**src/design/cfl_pkg.sv**
```systemverilog
/*
  package of the configuration flag default loader: word layouts, field
  positions, register offsets and reset defaults.
  assumes a single 100 MHz clock domain and a synchronous active-low reset.
*/
// Operation
// - word0 bit 31 gives the fifty-ohm strobe/data drive enable default
// - word0 bit 30 gives the strobe/data slew adjust default
// - word0 bits 29:27 give the afe squelch adjust default
// - word0 bit 21 gives pin exchange, bit 20 gives suspend allow
// - word0 bits 19:18 give suspend output select, bit 17 its polarity
// - word0 bit 16 gives auto duplex detect, bit 15 auto speed detect
// - word0 bits 14:13 give the phy low-power sleep interval
// - word0 bits 12:11 give the phy low-power wake interval
// - word0 bits 10:9 give the two link status timeout control bits
// - word0 bit 8 set starts the phy in enhanced low-power mode
// - word0 bit 7 gives the common pll link power management mode
// - word0 bits 6:4 give the high-speed output current boost default
// - word0 bit 3 gives port exchange, bit 2 link pm capability
// - word0 bit 1 gives remote wake support, bit 0 power method
// - word1 bit 16 gives crystal keep running in suspend
// - word1 bits 6,5:3,2:1,0 give transmit swing, margin, de-emphasis, buffer mode
// - word2 bits 10,11,9 give eee enable, clock halt, idle auto exit
// - word2 bits 13,8,7:6 give duplex polarity, duplex, mac speed
// - word2 bit 12 gives eee link-up accelerate
// - word2 bits 5:3 give high-speed trim, 2:0 full-speed trim
// - without the signature at byte 0 keep the words already applied (hardware reset defaults after reset)
package cfl_pkg;

  // ----------------------------------------------------------------
  // store layout
  // ----------------------------------------------------------------
  localparam logic [7:0]  CFL_SIGNATURE     = 8'ha5;
  localparam logic [1:0]  CFL_WORD_COUNT    = 2'h3;
  localparam logic [31:0] CFL_WORD0_USED    = 32'hf83f_ffff;
  localparam logic [31:0] CFL_WORD1_USED    = 32'h0001_007f;
  localparam logic [31:0] CFL_WORD2_USED    = 32'h0000_3fff;

  // ----------------------------------------------------------------
  // register map on apb (byte addresses)
  // ----------------------------------------------------------------
  localparam logic [7:0]  CFL_OFS_STATUS    = 8'h00;
  localparam logic [7:0]  CFL_OFS_CONTROL   = 8'h04;
  localparam logic [7:0]  CFL_OFS_WORD0     = 8'h08;
  localparam logic [7:0]  CFL_OFS_WORD1     = 8'h0c;
  localparam logic [7:0]  CFL_OFS_WORD2     = 8'h10;
  localparam int          CFL_CTL_RELOAD    = 0;
  localparam int          CFL_ST_DONE       = 0;
  localparam int          CFL_ST_PRESENT    = 1;

  // ----------------------------------------------------------------
  // hardware reset defaults of the applied words (arbitrary, neutral)
  // ----------------------------------------------------------------
  localparam logic [31:0] CFL_WORD0_DEFAULT = 32'h0000_0000;
  localparam logic [31:0] CFL_WORD1_DEFAULT = 32'h0000_0000;
  localparam logic [31:0] CFL_WORD2_DEFAULT = 32'h0000_0000;

  // ----------------------------------------------------------------
  // field carriers
  // ----------------------------------------------------------------
  typedef struct packed {
    logic       strobe_data_fifty_ohm_drive_en;
    logic       strobe_data_slew_adjust;
    logic       interchip_pin_exchange;
  } cfl_interchip_t;

  typedef struct packed {
    logic       suspend_allow;
    logic       port_exchange;
    logic       link_pm_capability;
    logic       remote_wake_support;
    logic       power_method_select;
    logic [2:0] highspeed_timeout_trim;
    logic [2:0] fullspeed_timeout_trim;
    logic [2:0] afe_squelch_adjust;
    logic [2:0] hs_output_current;
    logic       common_pll_link_pm_mode;
  } cfl_usb_t;

  typedef struct packed {
    logic       auto_duplex_detect;
    logic       auto_speed_detect;
    logic       auto_duplex_polarity;
    logic       energy_efficient_enable;
    logic       eee_tx_clock_halt_en;
    logic       eee_tx_idle_auto_exit_en;
    logic       duplex_select;
    logic [1:0] mac_speed_config;
  } cfl_mac_t;

  typedef struct packed {
    logic [1:0] phy_lowpower_sleep_interval;
    logic [1:0] phy_lowpower_wake_interval;
    logic [1:0] link_status_timeout_ctrl;
    logic       phy_enhanced_lowpower_en;
    logic       transmit_swing_select;
    logic [2:0] transmit_margin_select;
    logic [1:0] transmit_deemph_select;
    logic       elastic_buffer_mode;
  } cfl_phy_t;

  typedef struct packed {
    logic [1:0] suspend_out_select;
    logic       suspend_out_polarity;
    logic       eee_linkup_accelerate;
    logic       crystal_keep_running_in_suspend;
  } cfl_system_t;

endpackage

```
**src/design/cfl_loader.sv**
```systemverilog
/*
  configuration flag default loader: reads the signature byte and three
  flag words from the nonvolatile store through a simple read port and
  drives the decoded fields as power-on defaults of the target registers.
  assumes the store answers each read request with one rvalid pulse, on
  the same clock; software may inspect and re-run the load over apb.
*/
// The register addresses and the APB register port were chosen for this implementation.
`timescale 1ns/1ps
`default_nettype none

module cfl_loader
  import cfl_pkg::*;
(
  // clock and reset
  input  wire logic        ref_clk_i,
  input  wire logic        reset_n_i,
  // nonvolatile store read port
  output logic             nv_req_o,
  output logic [7:0]       nv_addr_o,
  input  wire logic        nv_rvalid_i,
  input  wire logic [31:0] nv_rdata_i,
  // apb slave
  input  wire logic        psel_i,
  input  wire logic        penable_i,
  input  wire logic        pwrite_i,
  input  wire logic [7:0]  paddr_i,
  input  wire logic [31:0] pwdata_i,
  output logic [31:0]      prdata_o,
  output logic             pready_o,
  output logic             pslverr_o,
  // defaults toward the target registers
  output cfl_interchip_t   interchip_o,
  output cfl_usb_t         usb_o,
  output cfl_mac_t         mac_o,
  output cfl_phy_t         phy_o,
  output cfl_system_t      system_o,
  output logic             defaults_valid_o
);

  // ----------------------------------------------------------------
  // sequencer
  // ----------------------------------------------------------------
  typedef enum logic [2:0] {
    CFL_ST_SIG_REQ, CFL_ST_SIG_WAIT, CFL_ST_WORD_REQ, CFL_ST_WORD_WAIT, CFL_ST_IDLE
  } cfl_state_t;

  cfl_state_t  state;
  logic [1:0]  word_idx;
  logic        present;
  logic [31:0] word0;
  logic [31:0] word1;
  logic [31:0] word2;
  logic        reload;
  logic        apb_access;

  assign apb_access = psel_i & penable_i;
  // a write only takes effect on the edge that completes the transfer
  assign reload     = apb_access & pready_o & pwrite_i & (paddr_i == CFL_OFS_CONTROL) &
                      pwdata_i[CFL_CTL_RELOAD] & (state == CFL_ST_IDLE);

  // byte 0 holds the signature, words follow at byte 4, 8 and 12
  always_ff @(posedge ref_clk_i) begin
    if (!reset_n_i) begin
      state     <= CFL_ST_SIG_REQ;
      word_idx  <= 2'h0;
      present   <= 1'b0;
      nv_req_o  <= 1'b0;
      nv_addr_o <= 8'h00;
    end else begin
      nv_req_o <= 1'b0;
      case (state)
        CFL_ST_SIG_REQ: begin
          nv_req_o  <= 1'b1;
          nv_addr_o <= 8'h00;
          state     <= CFL_ST_SIG_WAIT;
        end
        CFL_ST_SIG_WAIT: begin
          if (nv_rvalid_i) begin
            present  <= (nv_rdata_i[7:0] == CFL_SIGNATURE);
            word_idx <= 2'h0;
            // without a signature nothing more is read: defaults stay
            state    <= (nv_rdata_i[7:0] == CFL_SIGNATURE) ? CFL_ST_WORD_REQ
                                                           : CFL_ST_IDLE;
          end
        end
        CFL_ST_WORD_REQ: begin
          nv_req_o  <= 1'b1;
          nv_addr_o <= {4'h0, word_idx + 2'h1, 2'h0};
          state     <= CFL_ST_WORD_WAIT;
        end
        CFL_ST_WORD_WAIT: begin
          if (nv_rvalid_i) begin
            word_idx <= word_idx + 2'h1;
            state    <= (word_idx == CFL_WORD_COUNT - 2'h1) ? CFL_ST_IDLE
                                                           : CFL_ST_WORD_REQ;
          end
        end
        CFL_ST_IDLE: begin
          if (reload) begin
            state <= CFL_ST_SIG_REQ;
          end
        end
        default: begin
          state <= CFL_ST_IDLE;
        end
      endcase
    end
  end

  // ----------------------------------------------------------------
  // captured words, reserved bits masked off
  // ----------------------------------------------------------------
  // words are staged here and only published once all three arrived,
  // so consumers never see a half-loaded mix
  logic [31:0] stage0;
  logic [31:0] stage1;
  logic        capture;
  assign capture = (state == CFL_ST_WORD_WAIT) & nv_rvalid_i;

  always_ff @(posedge ref_clk_i) begin
    if (!reset_n_i) begin
      stage0 <= CFL_WORD0_DEFAULT;
      stage1 <= CFL_WORD1_DEFAULT;
      word0  <= CFL_WORD0_DEFAULT;
      word1  <= CFL_WORD1_DEFAULT;
      word2  <= CFL_WORD2_DEFAULT;
    end else if (capture) begin
      case (word_idx)
        2'h0: stage0 <= nv_rdata_i & CFL_WORD0_USED;
        2'h1: stage1 <= nv_rdata_i & CFL_WORD1_USED;
        default: begin
          word0 <= stage0;
          word1 <= stage1;
          word2 <= nv_rdata_i & CFL_WORD2_USED;
        end
      endcase
    end
  end

  // consumers are held off until the sequence is over
  always_ff @(posedge ref_clk_i) begin
    if (!reset_n_i) begin
      defaults_valid_o <= 1'b0;
    end else if (reload) begin
      defaults_valid_o <= 1'b0;
    end else if (state == CFL_ST_IDLE) begin
      defaults_valid_o <= 1'b1;
    end
  end

  // ----------------------------------------------------------------
  // field decode toward the target registers
  // ----------------------------------------------------------------
  always_ff @(posedge ref_clk_i) begin
    if (!reset_n_i) begin
      interchip_o <= '0;
      usb_o       <= '0;
      mac_o       <= '0;
      phy_o       <= '0;
      system_o    <= '0;
    end else begin
      interchip_o.strobe_data_fifty_ohm_drive_en <= word0[31];
      interchip_o.strobe_data_slew_adjust        <= word0[30];
      usb_o.afe_squelch_adjust                   <= word0[29:27];
      interchip_o.interchip_pin_exchange         <= word0[21];
      usb_o.suspend_allow                        <= word0[20];
      system_o.suspend_out_select                <= word0[19:18];
      system_o.suspend_out_polarity              <= word0[17];
      mac_o.auto_duplex_detect                   <= word0[16];
      mac_o.auto_speed_detect                    <= word0[15];
      phy_o.phy_lowpower_sleep_interval          <= word0[14:13];
      phy_o.phy_lowpower_wake_interval           <= word0[12:11];
      phy_o.link_status_timeout_ctrl             <= word0[10:9];
      phy_o.phy_enhanced_lowpower_en             <= word0[8];
      usb_o.common_pll_link_pm_mode              <= word0[7];
      usb_o.hs_output_current                    <= word0[6:4];
      usb_o.port_exchange                        <= word0[3];
      usb_o.link_pm_capability                   <= word0[2];
      usb_o.remote_wake_support                  <= word0[1];
      usb_o.power_method_select                  <= word0[0];
      system_o.crystal_keep_running_in_suspend   <= word1[16];
      phy_o.transmit_swing_select                <= word1[6];
      phy_o.transmit_margin_select               <= word1[5:3];
      phy_o.transmit_deemph_select               <= word1[2:1];
      phy_o.elastic_buffer_mode                  <= word1[0];
      mac_o.energy_efficient_enable              <= word2[10];
      mac_o.eee_tx_clock_halt_en                 <= word2[11];
      mac_o.eee_tx_idle_auto_exit_en             <= word2[9];
      mac_o.auto_duplex_polarity                 <= word2[13];
      mac_o.duplex_select                        <= word2[8];
      mac_o.mac_speed_config                     <= word2[7:6];
      system_o.eee_linkup_accelerate             <= word2[12];
      usb_o.highspeed_timeout_trim               <= word2[5:3];
      usb_o.fullspeed_timeout_trim               <= word2[2:0];
    end
  end

  // ----------------------------------------------------------------
  // apb slave: one wait state, unmapped addresses answer pslverr
  // ----------------------------------------------------------------
  logic [31:0] next_prdata;
  logic        next_err;

  always_comb begin
    next_prdata = 32'h0000_0000;
    next_err    = 1'b0;
    case (paddr_i)
      CFL_OFS_STATUS: begin
        next_prdata[CFL_ST_DONE]    = defaults_valid_o;
        next_prdata[CFL_ST_PRESENT] = present;
      end
      CFL_OFS_CONTROL: next_prdata = 32'h0000_0000;
      CFL_OFS_WORD0:   next_prdata = word0;
      CFL_OFS_WORD1:   next_prdata = word1;
      CFL_OFS_WORD2:   next_prdata = word2;
      default:         next_err    = 1'b1;
    endcase
  end

  // pready registered: each access phase lasts two cycles
  always_ff @(posedge ref_clk_i) begin
    if (!reset_n_i) begin
      pready_o  <= 1'b0;
      pslverr_o <= 1'b0;
      prdata_o  <= 32'h0000_0000;
    end else if (apb_access & !pready_o) begin
      pready_o  <= 1'b1;
      pslverr_o <= next_err;
      prdata_o  <= pwrite_i ? 32'h0000_0000 : next_prdata;
    end else begin
      pready_o  <= 1'b0;
      pslverr_o <= 1'b0;
    end
  end

endmodule

`default_nettype wire

```
**config.mk**
```make
export PLATFORM = sky130hd
export DESIGN_NAME = cfl_loader
export DESIGN_NICKNAME = d
export VERILOG_FILES = /design/src/design/cfl_pkg.sv /design/src/design/cfl_loader.sv
export SDC_FILE = /design/constraint.sdc
export NUM_CORES = 1
export LEC_CHECK = 0
export ABC_CLOCK_PERIOD_IN_PS = 1700
export BUFFER_PORTS_ARGS = -buffer_cell sky130_fd_sc_hd__buf_2
export CORE_UTILIZATION = 35
export DETAILED_ROUTE_END_ITERATION = 8
export GPL_ROUTABILITY_DRIVEN = 0
export GPL_TIMING_DRIVEN = 0
export PLACE_DENSITY_LB_ADDON = 0.25
export SKIP_LAST_GASP = 1
export SLEW_MARGIN = 20
export SYNTH_ARGS = -nofsm -noshare
export SYNTH_HDL_FRONTEND = slang
export SYNTH_SLANG_ARGS = --single-unit
```
**constraint.sdc**
```tcl
create_clock -name ref_clk_i -period 1.7 [get_ports ref_clk_i]
set_input_delay 0.425 -clock ref_clk_i [delete_from_list [all_inputs] [get_ports ref_clk_i]]
set_output_delay 0.425 -clock ref_clk_i [all_outputs]
set_load 0.005 [all_outputs]
```
==> results by group <==
Global route
  – Grt total ovfl: 0
  – First-pass GRT wire length: 25900 µm
  – Largest net degree at the start of global routing: 17
  – Initial antenna violation count: 1
  – Gr usage total: 19.3%
  – Vias in the first global route: 4689

Finish
  – Most frequent cells in the layout: nand2_1 (186), dfxtp_1 (171), buf_2 (125)
  – Area growth syn-to-layout: 25.1%
  – Ant diodes: 0
  – Layout cells sized above 1: 26.2%
  – Layout Nets: 901
  – Commonest non-fill, non-tap cell in the layout: nand2_1

STA
  – Tmin final: 1590 ps
  – Hold Violations, Final: 0
  – Slew HR: 52.6%
  – Endpoints failing setup: 0
  – Fin crit share: 93.5%
  – Final Skew: 7.15 ps
  – Setup TNS: 0 ps
  – Worst slew pin tran: 711 ps
  – Final hold slack: 243 ps
  – Achievable frequency: 629 MHz
  – Max Slew Vio Count: 0

Floorplan
  – Boundary Pins: 171
  – Num rows: 47
  – Die Y: 134 µm
  – Initial Util: 36.4%
  – Core area: 0.0168 mm²
  – Die width: 134 µm
  – Die ar.: 0.0180 mm²

Run status
  – Status: completed

Power and ir drop
  – Leakage power: 3.11 nW
  – Peak VDD IR: 0.739 mV
  – PwrDens: 1060 mW/mm²

Logic synthesis
  – Number of synthesized flops with an enable pin: 0
  – Syn Area/Cell: 9.10 µm²
  – Unique cell type count in the Yosys netlist: 43
  – Post-synthesis async set-or-reset flop share: 0%
  – Ys flop type: dfxtp_1
  – Mapped Area: 0.00611 mm²
  – FF+latch count, synth: 172
  – Register area share after synthesis: 56.3%
  – Synth Warn #: 0
  – Gate Count Post-Synth: 672

Clock tree
  – Clock buffer depth: 2
  – CTS tree: built
  – Worst-Skew Late Latency: 430 ps
  – Max H-tree Level: 4
  – Cts bufs inserted: 17
  – Clk root buf: clkbuf_16
  – # clock sinks: 172
  – Hold buffers post-CTS: 0
  – Worst-path clk slew: 60 ps

Setup path
  – CP endpoint kind: register
  – R2R depth: 7
  – CP max FO: 10
  – CP required: 2050 ps
  – Critical path class: register to register
  – CP Launch Type: register
  – Worst EP arrival: 1940 ps

Drt
  – DR vias: 4955
  – Pre-antenna DRT Iters: 5
  – # DRC: 0
  – Vias/cell: 4.71
  – Drt wl/cell: 15.8 µm
  – Detail Route Antenna Nets: 0
  – Final WL: 16700 µm
  – Drt initial violations: 295

Flow run
  – Max-Cap Viols: 0

Place
  – Post-detail-place hpwl: 11700 µm
  – Number of I/O port buffers: 121

Min path
  – Worst hold path type: input pin to register
  – Hold depth: 3
## kinds of logic after synthesis
kind of cell | count (synthesis) | share of synthesized area, %
flops | 172 | 56.3
buf+inv | 61 | 5.36
compound gates | 143 | 13.8
simple gates | 283 | 22.3
mux | 9 | 1.58
fa+ha+maj | 3 | 0.614
other cells | 1 | 0.0613
## metal layers
metal  vias to the layer above  share of wire [%]  track usage (%)
met4                         2                1.5             7.24
met1                      2279                 47             25.6
met2                       144                 47             30.8
li1                       2505                  -                -
met3                        25                5.1             3.85
met5                         -              0.060                0
## synthesized netlist by cell type, types with 2 or more instances
master	count	area, µm²
o21a_1	2	15.0
nand3_1	11	55.1
mux2_2	5	56.3
o22ai_1	2	12.5
nor3_1	5	25.0
dfxtp_1	172	3440
clkbuf_1	26	97.6
o21ai_2	5	43.8
nand3b_1	2	15.0
nor2_1	9	33.8
or4_1	2	15.0
o21ai_0	6	30.0
o21ai_1	6	30.0
a22o_1	5	43.8
nor4b_4	2	47.6
inv_1	6	22.5
a22o_2	7	70.1
nand2_1	187	702
a22oi_1	14	105
buf_4	15	113
or4_4	2	22.5
buf_6	4	45.0
a21oi_1	92	460
mux2i_1	4	40.0
and2_1	51	319
or4bb_1	2	22.5
ha_1	3	37.5
buf_2	10	50.1
## flip-flops by register name (all words and copies together), names as in the netlist
name and flops:
pslverr_o 1, word2 14, pready_o 1, present 1, prdata_o 27, word_idx 2, nv_req_o 1, interchip_o 3
state 3, usb_o 18, word0 27, nv_addr_o 2, phy_o 14, stage0 27, defaults_valid_o 1, word1 8
stage1 8, mac_o 9, system_o 5
## stage by stage
stage / std cells / util [%] / worst slack [ps] / power (mW) / cell area, µm²
after detailed placement: 1023 / 41.8 / -670 / 4.43 / 7030
after global routing: 1052 / 45.5 / -2.22 / 8.38 / 7650
final: 1052 / 45.5 / 111 / 8.12 / 7650
after global placement: 1023 / 41.8 / -660 / 4.43 / 7030
after floorplan: 682 / - / 50.6 / 4.28 / 6150
after CTS: 1055 / 45.5 / -9.27 / 8.19 / 7650
## power breakdown
part           internal (mW)  switching (mW)
clock network           2.19            1.58
logic                 0.0996           0.200
registers               4.04         0.00625
total                   6.33            1.79
## critical path: stages (launching register included)
cell and delay, ps:
dfxtp_1 300, buf_2 160, and4b_2 340, and2_1 140, clkbuf_4 190, buf_4 190
nand2_1 60, a21oi_1 120
## final cells by class
type                            instances  area [µm²]
Clock inverter                         10         118
Buffer                                 51         315
Timing Repair Buffer                  123         621
Fill cell                            1724        9170
Sequential cell                       172        3440
Tap cell                              220         275
Multi-Input combinational cell        449        2400
Clock buffer                           21         450
Inverter                                6        22.5
## final timing paths
check	slack [ps]	endpoint	startpoint
worst max-delay path	110	stage0[29]$_SDFFE_PN0P_	state[2]$_SDFFE_PN0P_
worst min-delay path	240	stage0[27]$_SDFFE_PN0P_	nv_rdata_i[27]
worst max register to register	110	stage0[29]$_SDFFE_PN0P_	state[2]$_SDFFE_PN0P_
worst min register to register	450	word0[9]$_SDFFE_PN0P_	stage0[9]$_SDFFE_PN0P_
## what timing repair did
action | CTS | global route
gates resized for setup | 15 | 14
pin swaps | 1 | 1
buffers inserted | 2 | 0
setup endpoints to repair | 91 | 75
(Power assumes the default switching activity.)
